**config.mk**
```make
export PLATFORM = sky130hd
export DESIGN_NAME = dpa_adapter
export DESIGN_NICKNAME = d
export VERILOG_FILES = /design/src/dpa_pkg.sv /design/src/dpa_adapter.sv /design/src/dpa_aux_out.sv /design/src/dpa_sync_edge.sv
export SDC_FILE = /design/constraint.sdc
export NUM_CORES = 1
export LEC_CHECK = 0
export ABC_AREA = 1
export BUFFER_PORTS_ARGS = -buffer_cell sky130_fd_sc_hd__buf_4
export CORE_ASPECT_RATIO = 2
export CORE_MARGIN = 1.5
export CORE_UTILIZATION = 47
export DETAILED_ROUTE_END_ITERATION = 8
export GPL_ROUTABILITY_DRIVEN = 0
export PLACE_DENSITY_LB_ADDON = 0.25
export SLEW_MARGIN = 0
export SYNTH_ARGS = -nofsm -noshare
export SYNTH_HDL_FRONTEND = slang
export SYNTH_SLANG_ARGS = --single-unit
export TNS_END_PERCENT = 20
```
**constraint.sdc**
```tcl
create_clock -name clk_in -period 3.8 [get_ports clk_in]
set_input_delay 0.38 -clock clk_in [delete_from_list [all_inputs] [get_ports clk_in]]
set_output_delay 0.38 -clock clk_in [all_outputs]
set_load 0.02 [all_outputs]
```
**src/dpa_pkg.sv**
```systemverilog
package dpa_pkg;

  // data and port width
  localparam int DATA_W = 8;

  // register select codes
  localparam logic [1:0] SEL_PORT_A = 2'h0;
  localparam logic [1:0] SEL_CTRL_A = 2'h1;
  localparam logic [1:0] SEL_PORT_B = 2'h2;
  localparam logic [1:0] SEL_CTRL_B = 2'h3;

  // control register field positions
  localparam int STROBE_EN_BIT   = 0;
  localparam int STROBE_EDGE_BIT = 1;
  localparam int PAGE_BIT        = 2;
  localparam int AUX_EN_BIT      = 3;
  localparam int AUX_EDGE_BIT    = 4;
  localparam int AUX_OUT_BIT     = 5;
  localparam int FLAG_AUX_BIT    = 6;
  localparam int FLAG_STROBE_BIT = 7;

  // writable part of a control register; the two flags are read only
  localparam logic [7:0] CTRL_WR_MASK = 8'h3f;

  // reset values
  localparam logic [7:0] CTRL_RST = 8'h00;
  localparam logic [7:0] DIR_RST  = 8'h00;
  localparam logic [7:0] OUT_RST  = 8'h00;
  localparam logic       AUX_RST  = 1'h1;

  // output modes of the auxiliary line (control bits 5..3)
  typedef enum logic [2:0] {
    AUX_HSHAKE = 3'b100,
    AUX_PULSE  = 3'b101,
    AUX_LOW    = 3'b110,
    AUX_HIGH   = 3'b111
  } dpa_aux_mode_e;

  // complete register state of the adapter
  typedef struct packed {
    logic [7:0] ctrl_a;
    logic [7:0] ctrl_b;
    logic [7:0] dir_a;
    logic [7:0] dir_b;
    logic [7:0] out_a;
    logic [7:0] out_b;
    logic [7:0] rdata;
    logic       rdata_oe;
    logic       irq_a_oe;
    logic       irq_b_oe;
    logic       pull_low;
  } dpa_state_s;

endpackage : dpa_pkg

```
**src/dpa_adapter.sv**
```systemverilog
// Contract
// - page bit picks output or direction register
// - control, direction, output writable; control, direction readable
// - direction bit one means output line
// - port A outputs drive output register bits
// - port A data read returns pin levels
// - port B read mixes outputs and pins
// - port B input lines are not driven
// - strobe A edge per bit 1 sets flag 7
// - aux A edge sets flag 6 while aux A is an input, bit 3 enables
// - flags set regardless of enables
// - port A data read clears both flags
// - port B flags and clearing mirror port A
// - irq A low on enabled flag
// - irq B low on enabled flag
// - irq outputs only pull low or release
// - select codes 00 A, 01 ctrlA, 10 B, 11 ctrlB
// - reset clears all registers but the aux levels (set high), lines inputs
// - aux A handshake, pulse, manual on read
// - aux B handshake, pulse, manual on write
`timescale 1ns/10ps
module dpa_adapter #(
  parameter int PORT_W = 8
) (
  // clock and reset
  input  wire logic              clk_in,
  input  wire logic              rst_in,
  // processor bus
  input  wire logic              select_hi_0_in,
  input  wire logic              select_hi_1_in,
  input  wire logic              select_low_n_in,
  input  wire logic              reg_select_low_in,
  input  wire logic              reg_select_high_in,
  input  wire logic              read_write_in,
  input  wire logic [PORT_W-1:0] bus_data_in,
  output logic      [PORT_W-1:0] bus_data_out,
  output logic                   bus_data_oe_out,
  // port A
  input  wire logic [PORT_W-1:0] port_a_lines_in,
  output logic      [PORT_W-1:0] port_a_lines_out,
  output logic      [PORT_W-1:0] port_a_lines_oe_out,
  input  wire logic              port_a_strobe_in,
  input  wire logic              port_a_aux_line_in,
  output logic                   port_a_aux_line_out,
  output logic                   port_a_aux_line_oe_out,
  output logic                   port_a_irq_n_out,
  output logic                   port_a_irq_n_oe_out,
  // port B
  input  wire logic [PORT_W-1:0] port_b_lines_in,
  output logic      [PORT_W-1:0] port_b_lines_out,
  output logic      [PORT_W-1:0] port_b_lines_oe_out,
  input  wire logic              port_b_strobe_in,
  input  wire logic              port_b_aux_line_in,
  output logic                   port_b_aux_line_out,
  output logic                   port_b_aux_line_oe_out,
  output logic                   port_b_irq_n_out,
  output logic                   port_b_irq_n_oe_out
);

  if (PORT_W != dpa_pkg::DATA_W)
  begin : g_chk
    $error("dpa_adapter: PORT_W must equal the register width");
  end

  dpa_pkg::dpa_state_s q, d;

  logic              access, rd, wr;
  logic [1:0]        sel;
  logic              rd_a_data, rd_b_data, wr_b_data;
  logic [PORT_W-1:0] pins_a, pins_b;
  logic              strobe_a_edge, strobe_b_edge;
  logic              aux_a_edge, aux_b_edge, aux_a_set, aux_b_set;
  logic              aux_a_lvl, aux_b_lvl;

  ////////////////////////////////////////////////////////////////////////////
  // control register update: flags set by edges win over a clear by read
  function automatic logic [7:0] ctrl_next(input logic [7:0] cur,
                                           input logic       wr_en,
                                           input logic [7:0] wdata,
                                           input logic       clr,
                                           input logic       set7,
                                           input logic       set6);
    logic [7:0] nxt;
    nxt = cur;
    if (wr_en)
    begin
      nxt = (cur & ~dpa_pkg::CTRL_WR_MASK) | (wdata & dpa_pkg::CTRL_WR_MASK);
    end
    if (clr)
    begin
      nxt[dpa_pkg::FLAG_STROBE_BIT] = 1'b0;
      nxt[dpa_pkg::FLAG_AUX_BIT]    = 1'b0;
    end
    if (set7)
    begin
      nxt[dpa_pkg::FLAG_STROBE_BIT] = 1'b1;
    end
    if (set6)
    begin
      nxt[dpa_pkg::FLAG_AUX_BIT] = 1'b1;
    end
    return nxt;
  endfunction : ctrl_next

  // request line of one port: either enabled flag pulls it
  function automatic logic irq_want(input logic [7:0] c);
    return (c[dpa_pkg::FLAG_STROBE_BIT] & c[dpa_pkg::STROBE_EN_BIT]) |
           (c[dpa_pkg::FLAG_AUX_BIT] & c[dpa_pkg::AUX_EN_BIT]);
  endfunction : irq_want

  ////////////////////////////////////////////////////////////////////////////
  // pin synchronisers and edge detectors
  dpa_sync_edge #(.WIDTH(PORT_W)) u_pins_a (
    .clk_in    (clk_in),
    .rst_in    (rst_in),
    .async_in  (port_a_lines_in),
    .rise_in   (1'b0),
    .level_out (pins_a),
    .edge_out  ()
  );

  dpa_sync_edge #(.WIDTH(PORT_W)) u_pins_b (
    .clk_in    (clk_in),
    .rst_in    (rst_in),
    .async_in  (port_b_lines_in),
    .rise_in   (1'b0),
    .level_out (pins_b),
    .edge_out  ()
  );

  dpa_sync_edge #(.WIDTH(1)) u_strobe_a (
    .clk_in    (clk_in),
    .rst_in    (rst_in),
    .async_in  (port_a_strobe_in),
    .rise_in   (q.ctrl_a[dpa_pkg::STROBE_EDGE_BIT]),
    .level_out (),
    .edge_out  (strobe_a_edge)
  );

  dpa_sync_edge #(.WIDTH(1)) u_strobe_b (
    .clk_in    (clk_in),
    .rst_in    (rst_in),
    .async_in  (port_b_strobe_in),
    .rise_in   (q.ctrl_b[dpa_pkg::STROBE_EDGE_BIT]),
    .level_out (),
    .edge_out  (strobe_b_edge)
  );

  dpa_sync_edge #(.WIDTH(1)) u_aux_a (
    .clk_in    (clk_in),
    .rst_in    (rst_in),
    .async_in  (port_a_aux_line_in),
    .rise_in   (q.ctrl_a[dpa_pkg::AUX_EDGE_BIT]),
    .level_out (),
    .edge_out  (aux_a_edge)
  );

  dpa_sync_edge #(.WIDTH(1)) u_aux_b (
    .clk_in    (clk_in),
    .rst_in    (rst_in),
    .async_in  (port_b_aux_line_in),
    .rise_in   (q.ctrl_b[dpa_pkg::AUX_EDGE_BIT]),
    .level_out (),
    .edge_out  (aux_b_edge)
  );

  // the aux line only sets its flag while it is an input
  assign aux_a_set = aux_a_edge & ~q.ctrl_a[dpa_pkg::AUX_OUT_BIT];
  assign aux_b_set = aux_b_edge & ~q.ctrl_b[dpa_pkg::AUX_OUT_BIT];

  ////////////////////////////////////////////////////////////////////////////
  // bus decode; an access is taken on every edge while selected
  assign access    = select_hi_0_in & select_hi_1_in & ~select_low_n_in;
  assign rd        = access & read_write_in;
  assign wr        = access & ~read_write_in;
  assign sel       = {reg_select_high_in, reg_select_low_in};
  assign rd_a_data = rd & (sel == dpa_pkg::SEL_PORT_A) & q.ctrl_a[dpa_pkg::PAGE_BIT];
  assign rd_b_data = rd & (sel == dpa_pkg::SEL_PORT_B) & q.ctrl_b[dpa_pkg::PAGE_BIT];
  assign wr_b_data = wr & (sel == dpa_pkg::SEL_PORT_B) & q.ctrl_b[dpa_pkg::PAGE_BIT];

  ////////////////////////////////////////////////////////////////////////////
  // register next state
  always_comb
  begin
    d          = q;
    d.rdata_oe = rd;
    d.pull_low = 1'b0;
    d.ctrl_a   = ctrl_next(q.ctrl_a, wr && sel == dpa_pkg::SEL_CTRL_A, bus_data_in,
                           rd_a_data, strobe_a_edge, aux_a_set);
    d.ctrl_b   = ctrl_next(q.ctrl_b, wr && sel == dpa_pkg::SEL_CTRL_B, bus_data_in,
                           rd_b_data, strobe_b_edge, aux_b_set);
    if (wr && sel == dpa_pkg::SEL_PORT_A)
    begin
      if (q.ctrl_a[dpa_pkg::PAGE_BIT])
      begin
        d.out_a = bus_data_in;
      end
      else
      begin
        d.dir_a = bus_data_in;
      end
    end
    if (wr && sel == dpa_pkg::SEL_PORT_B)
    begin
      if (q.ctrl_b[dpa_pkg::PAGE_BIT])
      begin
        d.out_b = bus_data_in;
      end
      else
      begin
        d.dir_b = bus_data_in;
      end
    end
    // read data is held from the last read; only the enable drops
    if (rd)
    begin
      unique case (sel)
        dpa_pkg::SEL_PORT_A:
        begin
          d.rdata = q.ctrl_a[dpa_pkg::PAGE_BIT] ? pins_a : q.dir_a;
        end
        dpa_pkg::SEL_CTRL_A:
        begin
          d.rdata = q.ctrl_a;
        end
        dpa_pkg::SEL_PORT_B:
        begin
          d.rdata = q.ctrl_b[dpa_pkg::PAGE_BIT] ?
                    ((q.out_b & q.dir_b) | (pins_b & ~q.dir_b)) : q.dir_b;
        end
        dpa_pkg::SEL_CTRL_B:
        begin
          d.rdata = q.ctrl_b;
        end
      endcase
    end
    // taken from the next flags so the request moves with the flag
    d.irq_a_oe = irq_want(d.ctrl_a);
    d.irq_b_oe = irq_want(d.ctrl_b);
  end

  // everything clears, which leaves every port line an input
  always_ff @(posedge clk_in or posedge rst_in)
  begin
    if (rst_in)
    begin
      q          <= '0;
      q.ctrl_a   <= dpa_pkg::CTRL_RST;
      q.ctrl_b   <= dpa_pkg::CTRL_RST;
      q.dir_a    <= dpa_pkg::DIR_RST;
      q.dir_b    <= dpa_pkg::DIR_RST;
      q.out_a    <= dpa_pkg::OUT_RST;
      q.out_b    <= dpa_pkg::OUT_RST;
    end
    else
    begin
      q <= d;
    end
  end

  ////////////////////////////////////////////////////////////////////////////
  // auxiliary line outputs
  dpa_aux_out u_aux_out_a (
    .clk_in         (clk_in),
    .rst_in         (rst_in),
    .mode_in        (q.ctrl_a[dpa_pkg::AUX_OUT_BIT:dpa_pkg::AUX_EN_BIT]),
    .strobe_edge_in (strobe_a_edge),
    .trigger_in     (rd_a_data),
    .aux_out        (aux_a_lvl)
  );

  dpa_aux_out u_aux_out_b (
    .clk_in         (clk_in),
    .rst_in         (rst_in),
    .mode_in        (q.ctrl_b[dpa_pkg::AUX_OUT_BIT:dpa_pkg::AUX_EN_BIT]),
    .strobe_edge_in (strobe_b_edge),
    .trigger_in     (wr_b_data),
    .aux_out        (aux_b_lvl)
  );

  ////////////////////////////////////////////////////////////////////////////
  // pin drivers; both ports drive exactly their output lines
  assign bus_data_out           = q.rdata;
  assign bus_data_oe_out        = q.rdata_oe;
  assign port_a_lines_out       = q.out_a;
  assign port_a_lines_oe_out    = q.dir_a;
  assign port_b_lines_out       = q.out_b;
  assign port_b_lines_oe_out    = q.dir_b;
  assign port_a_aux_line_out    = aux_a_lvl;
  assign port_a_aux_line_oe_out = q.ctrl_a[dpa_pkg::AUX_OUT_BIT];
  assign port_b_aux_line_out    = aux_b_lvl;
  assign port_b_aux_line_oe_out = q.ctrl_b[dpa_pkg::AUX_OUT_BIT];
  // open drain: the level is always low, only the enable moves
  assign port_a_irq_n_out       = q.pull_low;
  assign port_a_irq_n_oe_out    = q.irq_a_oe;
  assign port_b_irq_n_out       = q.pull_low;
  assign port_b_irq_n_oe_out    = q.irq_b_oe;
endmodule : dpa_adapter

```
**src/dpa_aux_out.sv**
```systemverilog
`timescale 1ns/10ps
module dpa_aux_out (
  // clock and reset
  input  wire logic       clk_in,
  input  wire logic       rst_in,
  // control bits 5..3 and events
  input  wire logic [2:0] mode_in,
  input  wire logic       strobe_edge_in,
  input  wire logic       trigger_in,
  // driven level of the auxiliary line
  output logic            aux_out
);

  typedef struct packed {
    logic level;
  } dpa_aux_s;

  dpa_aux_s q, d;

  ////////////////////////////////////////////////////////////////////////////
  // output modes; codes 0xx are input mode and keep the line parked high
  always_comb
  begin
    d = q;
    unique case (mode_in)
      dpa_pkg::AUX_HSHAKE:
      begin
        // the peripheral's strobe wins over a same-cycle trigger
        if (strobe_edge_in)
        begin
          d.level = 1'b1;
        end
        else if (trigger_in)
        begin
          d.level = 1'b0;
        end
      end
      dpa_pkg::AUX_PULSE:
      begin
        d.level = ~trigger_in;
      end
      dpa_pkg::AUX_LOW:
      begin
        d.level = 1'b0;
      end
      dpa_pkg::AUX_HIGH:
      begin
        d.level = 1'b1;
      end
      default:
      begin
        d.level = dpa_pkg::AUX_RST;
      end
    endcase
  end

  assign aux_out = q.level;

  always_ff @(posedge clk_in or posedge rst_in)
  begin
    if (rst_in)
    begin
      q.level <= dpa_pkg::AUX_RST;
    end
    else
    begin
      q <= d;
    end
  end

endmodule : dpa_aux_out

```
**src/dpa_sync_edge.sv**
```systemverilog
`timescale 1ns/10ps
module dpa_sync_edge #(
  parameter int WIDTH = 1
) (
  // clock and reset
  input  wire logic             clk_in,
  input  wire logic             rst_in,
  // asynchronous lines and edge choice
  input  wire logic [WIDTH-1:0] async_in,
  input  wire logic             rise_in,
  // synchronised level and one-cycle edge pulse
  output logic      [WIDTH-1:0] level_out,
  output logic      [WIDTH-1:0] edge_out
);

  if (WIDTH < 1)
  begin : g_chk
    $error("dpa_sync_edge: WIDTH must be at least 1");
  end

  typedef struct packed {
    logic [WIDTH-1:0] meta;
    logic [WIDTH-1:0] stable;
    logic [WIDTH-1:0] prev;
    logic [1:0]       warm;
  } dpa_sync_s;

  dpa_sync_s q, d;

  ////////////////////////////////////////////////////////////////////////////
  // two-stage synchroniser; meta is read by stable only
  always_comb
  begin
    d        = q;
    d.meta   = async_in;
    d.stable = q.meta;
    d.prev   = q.stable;
    if (q.warm != 2'h3)
    begin
      d.warm = q.warm + 2'h1;
    end
  end

  // edges are masked until the pipe has filled, so a line held high
  // through reset does not fake a rising edge
  always_comb
  begin
    level_out = q.stable;
    edge_out  = '0;
    if (q.warm == 2'h3)
    begin
      edge_out = rise_in ? (q.stable & ~q.prev) : (~q.stable & q.prev);
    end
  end

  always_ff @(posedge clk_in or posedge rst_in)
  begin
    if (rst_in)
    begin
      q <= '0;
    end
    else
    begin
      q <= d;
    end
  end

endmodule : dpa_sync_edge

```
* Word level (Yosys, flattened, before mapping) *
Index checks and enable logic that the tools add are counted.

operators by class
  bitwise gates (word level) = 48
  reductions and logical operators = 9
  add/sub/neg operators = 4
  equality and inequality tests = 19
  mux-type cells = 25

operators with widths
  cell                 number
  $mux 8               4
  $pmux 8 s4           1
  $and 1x1->1          24
  $eq 3x3->1 const B   6
  $and 8x8->8          2
  $mux 1               16
  $not 1->1            16
  $or 8x6->8           2
  $eq 2x2->1 const B   6
  $add 2x1->2 const B  4
  $ne 2x2->1 const B   4
  $not 8->8            1
  $or 8x8->8           1
  $reduce_and 2->1     4
  $ne 3x2->1 const B   2
  $pmux 1 s3           2
  $logic_and 1x1->1    4
  $mux 2               2
  $eq 2x1->1 const B   1
  $logic_not 2->1      1
  $or 1x1->1           2

storage, ports and cells
  output and inout bits = 49
  register bits = 113
  input bits = 36

* Longest topological paths before layout *
  depth after elaboration = 9
  depth in mapped cells = 9

* Modules after synthesis *
Synthesis repeated with hierarchy kept, for this count alone.

second synthesis, totals
  cell total of the unflattened synthesis = 688
  area, all modules = 6,030.8 um2

modules (own cells, without submodules)
  module                        cells each  seq. area each (um2)  times used  area each (um2)
  dpa_adapter                   392         1,476.4               1           3,140.5
  dpa_sync_edge (u_pins_a ...)  99          650.6                 2           994.7
  dpa_sync_edge (u_aux_a ...)   18          125.1                 4           188.9
  dpa_aux_out                   13          26.3                  2           72.6

* Worst setup path after synthesis *
OpenSTA, ideal clock, no wires.

  path kind = in2reg
  start = input select_low_n_in
  end = register q (netlist bit port_b_lines_out[1])
  setup time = 0.124 ns
  cell stages on the path = 7
  slack = 2.523 ns
  arrival = 1.153 ns
  required time = 3.676 ns
  path buffers = 1
  cells stage by stage = inv_1 > nand3_4 > nor2_8 > nand2_2 > buf_6 > nand2_1 > o21ai_2

on the way
  cells in the longest elaborated chain, start to end = 5

ends and longest elaborated chain
  element                     line                source
  start, declared             dpa_adapter.sv:31   input wire logic select_low_n_in,
  $not 1->1                   dpa_adapter.sv:173  assign access = select_hi_0_in & select_hi_1_in & ~select_low_n_in;
  $and 1x1->1                 dpa_adapter.sv:173
  $and 1x1->1                 dpa_adapter.sv:175  assign wr = access & ~read_write_in;
  $logic_and 1x1->1           dpa_adapter.sv:203  if (wr && sel == dpa_pkg::SEL_PORT_B)
  $reduce_and 2->1 (no line)  -
  end, declared               dpa_adapter.sv:65   dpa_pkg::dpa_state_s q, d;

No other way between the ends.
A chain may end at the register's enable or synchronous reset.

* Worst setup path after layout *
  start = register q[46] (netlist name)
  end = register q (netlist bit port_b_lines_out[5])

on the way
  cells in the longest elaborated chain, start to end = 1

ends and longest elaborated chain
  element
  $reduce_and 2->1 (no line)

No other way between the ends.

==> results.json <==
{
  "run_status": "completed",
  "num_rows": 52,
  "viasPerCell": 4.83,
  "grt_max_degree": 47,
  "post_cts_resized": 0,
  "nets": 577,
  "synth_top_area_cell": "dfrtp_1",
  "drive_gt1_frac": 0.325,
  "die_y_um": 147,
  "worst_pin_slew_ps": 647,
  "maxSlewHeadroom": 0.567,
  "setup_viol": 0,
  "postCtsHoldBufs": 0,
  "cts_sinks": 113,
  "vias": 3308,
  "fin_crit_ps": 1690,
  "coreArea_sq_um": 10100,
  "root_buffer": "clkbuf_16",
  "cts_made_buffers": 17,
  "portBuffers": 82,
  "synth.distinct_cells": 29,
  "skew_ps": 7.38,
  "p_total_uw": 3480,
  "crit_path_max_fanout": 19,
  "crit_path_max_incr_delay_ps": 690,
  "final_antenna_net_count": 0,
  "path_cells": "inv_2, nor2_1, nand2_2, nand2_1, o21ai_2",
  "setup_tns_ps": 0,
  "setup_ws_ps": 2110,
  "clock_path_buffers": 2,
  "seq_area_frac_synth": 0.577,
  "initial_utilization": 0.483,
  "hold_class": "input port to async pin",
  "grt_pass1_wl_um": 16900,
  "leakagePower_uw": 0.00289,
  "wire_per_inst_um": 15.5,
  "ir_worst_vdd_mv": 0.484,
  "initialDrtViolationCount": 248,
  "diodes": 0,
  "ios": 85,
  "synth.area.top_cells": "dfrtp_1 (57%), nand2_1 (10%), buf_4 (6.7%), o21ai_2 (5.7%), inv_1 (3.1%)",
  "yosysWarnings": 0,
  "worstSkewPairLatency_ps": 410,
  "instances_no_fill": 685,
  "worstPathArrival_ps": 1980,
  "dieArea_sq_um": 11100,
  "seq_area_sq_um": 2830,
  "end_kind": "flop",
  "slew_violations": 0,
  "dieWidth_um": 75.2,
  "startpoint_type": "flop",
  "synthDominantCellAreaShare": 0.566,
  "cp.required_ps": 4080,
  "critPathKind": "flop to flop",
  "h-tree-depth": 4,
  "nFillCells": 930,
  "grt_overflow": 0,
  "clk_pin_slew_ps": 50,
  "hpwl_um": 7780,
  "place_ws_ps": 2100,
  "ys_ff_latch": 113,
  "grt_setup_unrepaired": "no",
  "drc_errors": 0,
  "hold_viol_final": 0,
  "syn2layout_area_growth_pct": 20.1,
  "power.density_nw_per_um2": 592,
  "grt_usage": 0.213,
  "drv_cap": 0,
  "syn_area_per_cell_sq_um": 10.1,
  "fin_util": 0.580,
  "fmax_mhz": 591,
  "fin_crit_sh": 0.445,
  "wl_um": 10600,
  "cts_tree": "yes",
  "post_cts_buffers": 0,
  "antenna_found_initial": 0,
  "syn_inst": 485,
  "multiInputGateArea_sq_um": 1510,
  "cp_slowest_cell": "dfrtp_1",
  "drt_pass1_iterations": 4,
  "placed_cells": 653,
  "syn-cell-area_sq_um": 4900,
  "grt_pass1_vias": 3403
}
[cells in the mapped netlist]
master,count
nand4_1,4
buf_2,3
o21ai_2,32
nand3_4,3
xnor2_1,4
conb_1,1
nor2_4,1
ha_1,4
nor2_2,1
nand2_2,3
nor2_8,1
nand3_1,30
o21bai_1,2
buf_6,5
a21oi_1,2
nand2_1,131
dfstp_2,2
buf_4,44
nor2_1,20
dfrtp_1,111
inv_2,4
nand3b_1,8
o21ai_0,11
inv_1,41
or2_2,8
nand3_2,3
mux2_2,4
o21a_1,1
nand2_4,1
[stage by stage]
stage                     hold slack, ps  cell area, sq um
after detailed placement             336              5310
after CTS                           51.3              5890
after global routing                61.5              5890
after global placement               332              5310
after floorplan                      331              4910
final                               26.6              5890
[sequential cells by signal (all words and copies together), names as in the netlist, 8 cells and up]
name,flops
q,14
bus_data_out,8
port_a_lines_oe_out,8
port_a_lines_out,8
port_b_lines_oe_out,8
port_b_lines_out,8
u_pins_a.d,8
u_pins_a.level_out,8
u_pins_b.d,8
u_pins_b.level_out,8
[routing by layer]
layer / part of all wire / routed length, um / global-route usage
met2: 0.56 / 5930 / 0.368
met3: 0.048 / 510 / 0.0600
met4: 0.024 / 250 / 0.0884
met1: 0.37 / 3950 / 0.238
met5: 0 / 0 / 0
[power by group]
| group | internal, uW | leakage, uW | switching [uW] |
|---|---|---|---|
| Clock | 979 | 0.000279 | 552 |
| Sequential | 1320 | 0.00135 | 108 |
| Combinational | 218 | 0.00126 | 303 |
[cell usage in the layout (no fill, tap or decap), types with 3 or more instances in the layout]
cell type	synthesis	routed
inv_2	4	4
clkinv_2	0	4
nand2_2	3	3
nand3_4	3	3
nand3b_1	8	8
dfrtp_1	111	111
nand3_1	30	30
or2_2	8	8
clkinvlp_4	0	3
nor2_1	20	20
ha_1	4	4
nand4_1	4	4
clkinv_4	0	3
nand2_1	131	131
xnor2_1	4	4
inv_1	41	40
mux2_2	4	4
clkbuf_16	0	17
nand3_2	3	3
o21ai_0	11	11
buf_4	44	84
o21ai_2	32	32
[path summary, 6_finish.rpt]
| kind | start | endpoint | slack (ps) | cells past startpoint |
|---|---|---|---|---|
| max | q[46] | port_b_lines_out[5] | 2110 | 5 |
| min | rst_in | port_a_lines_out[6] | 30 | 2 |
| max reg2reg | q[46] | port_b_lines_out[5] | 2110 | 5 |
| min reg2reg | u_pins_a.d[15] | u_pins_a.level_out[5] | 340 | 0 |
| max in group asynchronous | rst_in | q[46] | 2880 | 3 |
| min in group clk_in | port_b_lines_in[6] | u_pins_b.d[16] | 70 | 1 |
[cell type report]
class	instances	share of cell area
repair buffers	84	0.107
well taps	135	0.0287
flip-flops and latches	113	0.481
clock buffers	19	0.0752
multi-input cells	276	0.256
clock inverters	13	0.0234
inverters	45	0.0291
[kinds of logic (layout without fill, tap and decap cells)]
group                    after synthesis  after routing  share of synthesized area
AO/OA/AOI/OAI                         48             48                     0.0750
multiplexers                           4              4                    0.00918
AND/OR/NAND/NOR                      214            214                      0.204
flip-flops                           113            113                      0.577
buffers and inverters                 97            161                      0.116
other                                  1              2                   0.000765
adder cells (fa/ha/maj)                4              4                     0.0102
XOR/XNOR                               4              4                    0.00714
[critical path: cells and delay by family (launching register included)]
family / cells / cell delay [ps]
AO/OA/AOI/OAI: 1 / 60
buffers and inverters: 1 / 110
flip-flops: 1 / 690
AND/OR/NAND/NOR: 3 / 710
Note: power is estimated with default switching activity, not from simulation.
